<file path="config.mk">
export PLATFORM = sky130hd
export DESIGN_NAME = tws_port
export DESIGN_NICKNAME = d
export VERILOG_FILES = /design/src/verilog/tws_pkg.sv /design/src/verilog/tws_port.sv
export VERILOG_INCLUDE_DIRS = /design/src /design/src/verilog
export SDC_FILE = /design/constraint.sdc
export NUM_CORES = 1
export LEC_CHECK = 0
export ABC_AREA = 1
export BUFFER_PORTS_ARGS = -buffer_cell sky130_fd_sc_hd__buf_2
export CORE_MARGIN = 4
export CORE_UTILIZATION = 60
export DETAILED_ROUTE_END_ITERATION = 12
export PLACE_DENSITY_LB_ADDON = 0.12
export SLEW_MARGIN = 30
export SYNTH_ARGS = -nofsm -noshare
export SYNTH_HDL_FRONTEND = slang
export SYNTH_SLANG_ARGS = --single-unit
</file>
<file path="constraint.sdc">
create_clock -name clk -period 3.8 [get_ports clk]
set_clock_uncertainty 0.15 [all_clocks]
set_input_delay 0.38 -clock clk [delete_from_list [all_inputs] [get_ports clk]]
set_output_delay 0.38 -clock clk [all_outputs]
set_load 0.05 [all_outputs]
</file>
<file path="src/verilog/tws_map.svh">
// register offsets, field positions, reset values and counts of the three-wire serial port
`ifndef TWS_MAP_SVH
`define TWS_MAP_SVH

`define TWS_ADDR_MODE   16'hFF88
`define TWS_ADDR_CSEL   16'hFF89
`define TWS_ADDR_TXB    16'hFF8A
`define TWS_ADDR_SIO    16'hFF8B

`define TWS_MODE_EN     7
`define TWS_MODE_TRMD   6
`define TWS_MODE_SSE    5
`define TWS_MODE_DIR    4
`define TWS_CSEL_CKP    4
`define TWS_CSEL_DAP    3
`define TWS_CSEL_CKS_HI 2
`define TWS_CSEL_CKS_LO 0

`define TWS_BIT_RST     1'h0
`define TWS_CKS_RST     3'h0
`define TWS_BYTE_RST    8'h00
`define TWS_PAD3        3'h0
`define TWS_CKS_EXT     3'h7
`define TWS_BITS_RST    4'h0
`define TWS_BITS_ONE    4'h1
`define TWS_LAST_BIT    4'h7
`define TWS_CNT_RST     7'h00
`define TWS_CNT_ONE     7'h01
`define TWS_SYNC_RST    3'h7

`endif

</file>
<file path="src/verilog/tws_pkg.sv">
// types shared by the three-wire serial port
package tws_pkg;

  typedef enum logic [2:0]
  {
    tws_st_idle  = 3'h1,
    tws_st_lead  = 3'h2,
    tws_st_trail = 3'h4
  } tws_state_t;

endpackage : tws_pkg

</file>
<file path="src/verilog/tws_port.sv">
// three-wire clocked serial port: mode and clock registers, shift engine, clock divider
//
// Contract
// - 8-bit mode register, reset to zero
// - enable low clears busy and shift register
// - receive-only mode holds serial output low
// - receive-only: shift register read starts reception
// - slave-select input gates transfers when used
// - bit order: zero msb first, one lsb
// - busy readable at mode bit zero
// - clock register: polarity, phase, source field
// - type index from polarity and phase
// - master clock: peripheral clock over 2^(n+1)
// - source code seven: slave, external clock
// - buffer write starts transmit and receive
// - slave with select: start only when low
// - 8-bit shift register serializes both ways
`timescale 1ns/1ps
`include "tws_map.svh"

module tws_port
  import tws_pkg::*;
(
  input  wire logic        clk,
  input  wire logic        rst_n,
  input  wire logic [15:0] addr,
  input  wire logic [7:0]  wdata,
  input  wire logic        wr_en,
  input  wire logic        rd_en,
  output logic      [7:0]  rdata,
  input  wire logic        sck_in,
  output logic             sck_out,
  output logic             sck_oe,
  input  wire logic        si_in,
  output logic             so_out,
  input  wire logic        ssi_n_in
);

  function automatic logic tws_hit(input logic [15:0] a, input logic [15:0] off);
    return a == off;
  endfunction : tws_hit

  // bit that leaves the shift register next
  function automatic logic tws_first(input logic [7:0] s, input logic lsb_first);
    return lsb_first ? s[0] : s[7];
  endfunction : tws_first

  function automatic logic [7:0] tws_shift(input logic [7:0] s, input logic lsb_first, input logic b);
    return lsb_first ? {b, s[7:1]} : {s[6:0], b};
  endfunction : tws_shift

  // half period in peripheral clocks minus one: 2^n - 1
  function automatic logic [6:0] tws_limit(input logic [2:0] n);
    return (`TWS_CNT_ONE << n) - `TWS_CNT_ONE;
  endfunction : tws_limit

  // pin synchronisers: index 2 sck, 1 si, 0 slave select (active low)
  logic [2:0] sync1;
  logic [2:0] sync2;
  logic       sck_s3;
  logic [2:0] next_sync1;
  logic [2:0] next_sync2;
  logic       next_sck_s3;

  always_comb
  begin
    next_sync1  = {sck_in, si_in, ssi_n_in};
    next_sync2  = sync1;
    next_sck_s3 = sync2[2];
  end

  always_ff @(posedge clk or negedge rst_n)
  begin
    if (!rst_n)
    begin
      sync1  <= `TWS_SYNC_RST;
      sync2  <= `TWS_SYNC_RST;
      sck_s3 <= !`TWS_BIT_RST; // same as the synchroniser's reset, so no false edge follows reset
    end
    else
    begin
      sync1  <= next_sync1;
      sync2  <= next_sync2;
      sck_s3 <= next_sck_s3;
    end
  end

  logic sck_s2;
  logic si_s2;
  logic ssi_n_s2;
  assign sck_s2   = sync2[2];
  assign si_s2    = sync2[1];
  assign ssi_n_s2 = sync2[0];

  // control registers
  logic       en;
  logic       trmd;
  logic       sse;
  logic       dir;
  logic       ckp;
  logic       dap;
  logic [2:0] cks;
  logic [7:0] txb;
  logic       next_en;
  logic       next_trmd;
  logic       next_sse;
  logic       next_dir;
  logic       next_ckp;
  logic       next_dap;
  logic [2:0] next_cks;
  logic [7:0] next_txb;

  logic wr_mode;
  logic wr_csel;
  logic wr_txb;
  logic rd_sio;
  assign wr_mode = wr_en && tws_hit(addr, `TWS_ADDR_MODE);
  assign wr_csel = wr_en && tws_hit(addr, `TWS_ADDR_CSEL);
  assign wr_txb  = wr_en && tws_hit(addr, `TWS_ADDR_TXB);
  assign rd_sio  = rd_en && tws_hit(addr, `TWS_ADDR_SIO);

  always_comb
  begin
    next_en   = en;
    next_trmd = trmd;
    next_sse  = sse;
    next_dir  = dir;
    next_ckp  = ckp;
    next_dap  = dap;
    next_cks  = cks;
    next_txb  = txb;
    // busy bit and bits 3..1 are not writable
    if (wr_mode)
    begin
      next_en   = wdata[`TWS_MODE_EN];
      next_trmd = wdata[`TWS_MODE_TRMD];
      next_sse  = wdata[`TWS_MODE_SSE];
      next_dir  = wdata[`TWS_MODE_DIR];
    end
    // upper three bits are fixed at zero by simply not storing them
    if (wr_csel)
    begin
      next_ckp = wdata[`TWS_CSEL_CKP];
      next_dap = wdata[`TWS_CSEL_DAP];
      next_cks = wdata[`TWS_CSEL_CKS_HI:`TWS_CSEL_CKS_LO];
    end
    if (wr_txb)
      next_txb = wdata;
  end

  always_ff @(posedge clk or negedge rst_n)
  begin
    if (!rst_n)
    begin
      en   <= `TWS_BIT_RST;
      trmd <= `TWS_BIT_RST;
      sse  <= `TWS_BIT_RST;
      dir  <= `TWS_BIT_RST;
      ckp  <= `TWS_BIT_RST;
      dap  <= `TWS_BIT_RST;
      cks  <= `TWS_CKS_RST;
      txb  <= `TWS_BYTE_RST;
    end
    else
    begin
      en   <= next_en;
      trmd <= next_trmd;
      sse  <= next_sse;
      dir  <= next_dir;
      ckp  <= next_ckp;
      dap  <= next_dap;
      cks  <= next_cks;
      txb  <= next_txb;
    end
  end

  // transfer engine
  tws_state_t state;
  logic [3:0] bits;
  logic [7:0] sreg;
  logic       so_q;
  logic [6:0] cnt;
  logic       sck_q;
  tws_state_t next_state;
  logic [3:0] next_bits;
  logic [7:0] next_sreg;
  logic       next_so_q;
  logic [6:0] next_cnt;
  logic       next_sck_q;
  logic       slave;
  logic       ssi_ok;
  logic       idle_lvl;
  logic       busy;
  logic       tick;
  logic       sck_chg;
  logic       lead_ev;
  logic       trail_ev;
  logic       start;
  logic [7:0] load;

  assign slave    = (cks == `TWS_CKS_EXT);
  assign ssi_ok   = !sse || !ssi_n_s2;
  // polarity zero idles the clock high, so types 1 and 2 start with a falling edge
  assign idle_lvl = !ckp;
  assign busy     = (state != tws_st_idle);
  assign tick     = busy && !slave && (cnt == tws_limit(cks));
  assign sck_chg  = slave && ssi_ok && (sck_s2 != sck_s3);
  assign lead_ev  = (state == tws_st_lead) && (slave ? (sck_chg && (sck_s2 != idle_lvl)) : tick);
  assign trail_ev = (state == tws_st_trail) && (slave ? (sck_chg && (sck_s2 == idle_lvl)) : tick);
  assign start    = !busy && en && ssi_ok && (trmd ? wr_txb : rd_sio);
  assign load     = trmd ? wdata : sreg;

  always_comb
  begin
    next_state = state;
    next_bits  = bits;
    next_sreg  = sreg;
    next_so_q  = so_q;
    next_cnt   = busy && !tick ? cnt + `TWS_CNT_ONE : `TWS_CNT_RST;
    next_sck_q = !busy ? idle_lvl : (tick ? !sck_q : sck_q);
    if (!en)
    begin
      // disabling aborts any byte in flight
      next_state = tws_st_idle;
      next_bits  = `TWS_BITS_RST;
      next_sreg  = `TWS_BYTE_RST;
      next_so_q  = `TWS_BIT_RST;
    end
    else
    begin
      case (state)
        tws_st_idle:
        begin
          if (start)
          begin
            next_state = tws_st_lead;
            next_bits  = `TWS_BITS_RST;
            next_sreg  = load;
            // phase one puts the first bit out before the first edge
            if (dap)
            begin
              next_so_q = tws_first(load, dir);
            end
          end
        end
        tws_st_lead:
        begin
          if (lead_ev)
          begin
            next_state = tws_st_trail;
            if (dap)
              next_sreg = tws_shift(sreg, dir, si_s2);
            else
              next_so_q = tws_first(sreg, dir);
          end
        end
        tws_st_trail:
        begin
          if (trail_ev)
          begin
            if (dap)
            begin
              if (bits != `TWS_LAST_BIT)
              begin
                next_so_q = tws_first(sreg, dir);
              end
            end
            else
            begin
              next_sreg = tws_shift(sreg, dir, si_s2);
            end
            if (bits == `TWS_LAST_BIT)
            begin
              next_state = tws_st_idle;
              next_bits  = `TWS_BITS_RST;
            end
            else
            begin
              next_state = tws_st_lead;
              next_bits  = bits + `TWS_BITS_ONE;
            end
          end
        end
        default:
        begin
          next_state = tws_st_idle;
          next_bits  = `TWS_BITS_RST;
        end
      endcase
      // receive-only output stays low whatever the engine holds
      if (!trmd)
      begin
        next_so_q = `TWS_BIT_RST;
      end
    end
  end

  always_ff @(posedge clk or negedge rst_n)
  begin
    if (!rst_n)
    begin
      state <= tws_st_idle;
      bits  <= `TWS_BITS_RST;
      sreg  <= `TWS_BYTE_RST;
      so_q  <= `TWS_BIT_RST;
      cnt   <= `TWS_CNT_RST;
      // reset value is idle-high, matching type 1
      sck_q <= !`TWS_BIT_RST;
    end
    else
    begin
      state <= next_state;
      bits  <= next_bits;
      sreg  <= next_sreg;
      so_q  <= next_so_q;
      cnt   <= next_cnt;
      sck_q <= next_sck_q;
    end
  end

  // pins: clock is driven only as master; released while disabled so the port pin is free
  assign sck_out = sck_q;
  assign sck_oe  = en && !slave;
  assign so_out  = so_q;

  // read data stands for exactly one cycle after the strobe
  logic [7:0] next_rdata;
  always_comb
  begin
    next_rdata = `TWS_BYTE_RST;
    if (rd_en)
    begin
      if (tws_hit(addr, `TWS_ADDR_MODE))
        next_rdata = {en, trmd, sse, dir, `TWS_PAD3, busy};
      else if (tws_hit(addr, `TWS_ADDR_CSEL))
        next_rdata = {`TWS_PAD3, ckp, dap, cks};
      else if (tws_hit(addr, `TWS_ADDR_TXB))
        next_rdata = txb;
      else if (tws_hit(addr, `TWS_ADDR_SIO))
        next_rdata = sreg;
    end
  end

  always_ff @(posedge clk or negedge rst_n)
  begin
    if (!rst_n)
      rdata <= `TWS_BYTE_RST;
    else
      rdata <= next_rdata;
  end

endmodule : tws_port

</file>
==> impl_results.md <==
* Status: finished, final reports clean
* Max-cap violation count at 0
* Syn_area_per_cell at 7.338 um^2
* Antenna cells at 0
* Cell Area, Synth at 3199 um^2
* Final worst slack at 1078 ps
* Part of the Yosys area used for sequential elements at 44.15%
* Setup TNS at 0 ps
* Std cell rows at 26
* GR peak layer: met2
* Core ar. at 5140 um^2
* CTS Buf Count at 5
* Antenna-violating nets left at 0
* Nets at 511
* DR vias at 2983
* Die span in y at 81.02 um
* Grt met1 use at 33.74%
* DP Worst Slack at 1134 ps
* Max-slew violation count at 0
* Synth warn at 0
* Seq cells post-synth at 56
* Initial antenna violation count at 0
* Post-DP HPWL at 5522 um
* Clock root cell: clkbuf_8
* Startpoint types: register
* DR WL/cell at 13.44 um
* Max Root-Sink Buffers at 2
* GRT Overall Usage at 24.03%
* Worst skew pair latency at 310 ps
* Global-route wire length before repair at 12250 um
* Post-Syn Nets at 470
* Fmax at 367.4 MHz
* Starting Density at 62.24%
* Gpl congestion at 0.8892
* Total wire length at 7365 um
* Met3 Usage GRT at 4.435%
* Die ar. at 6564 um^2
* Slew @ Worst Pin at 728.7 ps
* Kind of critical path: register to register
* Met2 Use GR at 38.26%
* Post-CTS setup buffers at 0
* # clock sinks at 56
* Top-Level Pins at 42
* Netlist cell types at 38
* Part of the cycle the worst path needs at 71.63%
* Cells after Synth at 436
* Number of remaining DRC errors at 0
* PwrDens at 291.0 nW/um^2
* Share of layout cells above drive strength 1 at 16.53%
* Slew headroom at 51.24%
* Worst-path clk slew at 100 ps
* Final min period at 2722 ps
* Final Hold Vio Count at 0
* CTS tree: built
* Lkg Pwr at 1.820 nW
* CP arrival at 2780 ps
* CP Data Required Time at 3850 ps
* Die X-Extent at 81.02 um
* Final Util at 69.69%
* Min-delay worst type: input pin to register
* Number of global-route vias before repair at 2642
* Iter 0 DRT Violations at 291
* GRT overflow at 0
* Synth top area cells: dfrtp_1 (37%), nand2_1 (16%), dfstp_2 (7.4%)
* Setup violators final at 0
* Setup crit end kind: register
* Yosys top cell by area: dfrtp_1
* Port bufs at 41
* CP Max Fanout at 12
* H-tree Lvls at 2
* Area grow syn2layout at 11.97%
* TritonRoute pass-1 iters at 5
* Unrepaired setup endpoints after global routing: false
* Maximum vdd ir drop at 215.9 uV
* Post-synth top area share at 36.76%
* Largest net degree at the start of global routing at 31
* Via-to-Cell Ratio at 5.443
path summary, 6_finish.rpt:
check,start,end,slack [ps],cells after the start
max in group asynchronous,rst_n,state[0],2220,3
max,cks[0],sreg[1],1080,16
min,si_in,next_sync2[1],8,1
max reg2reg,cks[0],sreg[1],1080,16
min reg2reg,next_sync2[0],sync2[0],210,0
min in group asynchronous,rst_n,rdata[5],430,2
placed cells by master (no fill, tap or decap), drive strengths merged, types with 3 or more instances in the layout:
| cell | synthesis | layout |
|---|---|---|
| clkinv | 2 | 3 |
| dfstp | 9 | 9 |
| inv | 60 | 60 |
| o21ai | 35 | 35 |
| nor2 | 39 | 39 |
| dfrtp | 47 | 47 |
| xor2 | 5 | 5 |
| ha | 3 | 3 |
| nor3 | 7 | 7 |
| buf | 6 | 42 |
| nand3 | 39 | 39 |
| dlygate4sd3 | 0 | 3 |
| a21oi | 13 | 13 |
| a211oi | 10 | 10 |
| o211ai | 4 | 4 |
| nand2 | 137 | 137 |
| clkbuf | 5 | 6 |
| a311oi | 3 | 3 |
per-layer routing:
layer,part of all wire [%],routed length (um)
met3,7.9,584
met2,45,3309
met1,46,3356
met4,1.5,114
met5,0,0
synthesized netlist by cell type, drive strengths merged:
| cell type | instances |
|---|---|
| nand2 | 137 |
| nor3b | 2 |
| nand4 | 1 |
| o2111ai | 1 |
| xor2 | 5 |
| inv | 60 |
| o221ai | 2 |
| and2 | 1 |
| a311oi | 3 |
| a31oi | 1 |
| or2 | 1 |
| a2111oi | 1 |
| dfstp | 9 |
| buf | 6 |
| nand3b | 1 |
| clkbuf | 5 |
| o21ai | 35 |
| nand3 | 39 |
| a21oi | 13 |
| nor2 | 39 |
| o31ai | 1 |
| a211oi | 10 |
| dfrtp | 47 |
| o211ai | 4 |
| ha | 3 |
| clkinv | 2 |
| nor3 | 7 |
kinds of logic (layout without fill, tap and decap cells):
logic type	count (synthesis)	count (layout)	synth area share, %
buf+inv	73	115	9.073
xor+xnor	5	5	1.369
fa+ha+maj	3	3	1.173
flops	56	56	44.15
compound gates	71	71	13.45
simple gates	228	228	30.78
cell type report:
class / instances / area [um^2]
Fill cell: 461 / 1558
Multi-Input combinational cell: 307 / 1496
Sequential cell: 56 / 1413
Timing Repair Buffer: 45 / 242.7
Inverter: 62 / 235.2
Tap cell: 70 / 87.58
Clock buffer: 6 / 72.57
Clock inverter: 2 / 35.03
sequential cells by signal (all words and copies together) (netlist names):
name and count:
cks 3, sse 1, sck_s3 1, sync2 3
dap 1, trmd 1, ckp 1, sck_out 1
so_out 1, en 1, sreg 8, dir 1
cnt 7, state 3, next_sync2 3, bits 4
txb 8, rdata 8
report_power, final:
group	switching, W	internal [W]	total (W)
combinational	0.0000294	0.0000177	0.0000472
clock	0.000194	0.000196	0.000391
sequential	0.00000226	0.000603	0.000605
through the flow:
| stage | instances | total power (W) | hold WS (ps) | instance area, um^2 |
|---|---|---|---|---|
| after global placement | 537 | 0.0006604 | 195.8 | 3445 |
| final | 548 | 0.001043 | 8.472 | 3582 |
| after global routing | 548 | 0.001080 | 6.184 | 3582 |
| after detailed placement | 537 | 0.0006615 | 196.8 | 3445 |
| after CTS | 546 | 0.001045 | 4.516 | 3562 |
| after floorplan | 436 | 0.0006276 | -65.59 | 3199 |
worst max-delay path: stages, from the launching register on:
cell and delay [ps]:
dfrtp_1 490, nor2_2 180, nand2_1 90, ha_1 310
inv_1 40, nand2_1 50, nand2_1 50, nor2_1 80
nand3_1 90, nor2_2 140, nand3_4 110, nand2_4 90
nand2_2 90, nor2_4 260, nand2_1 210, nand2_1 120
nand2_1 60
what timing repair did:
action / CTS / global route
gates resized for setup: 0 / 0
setup endpoints to repair: 0 / 0
hold endpoints to repair: 22 / 2
hold buffers: 1 / 2
Power figures use the tool's default switching activity.
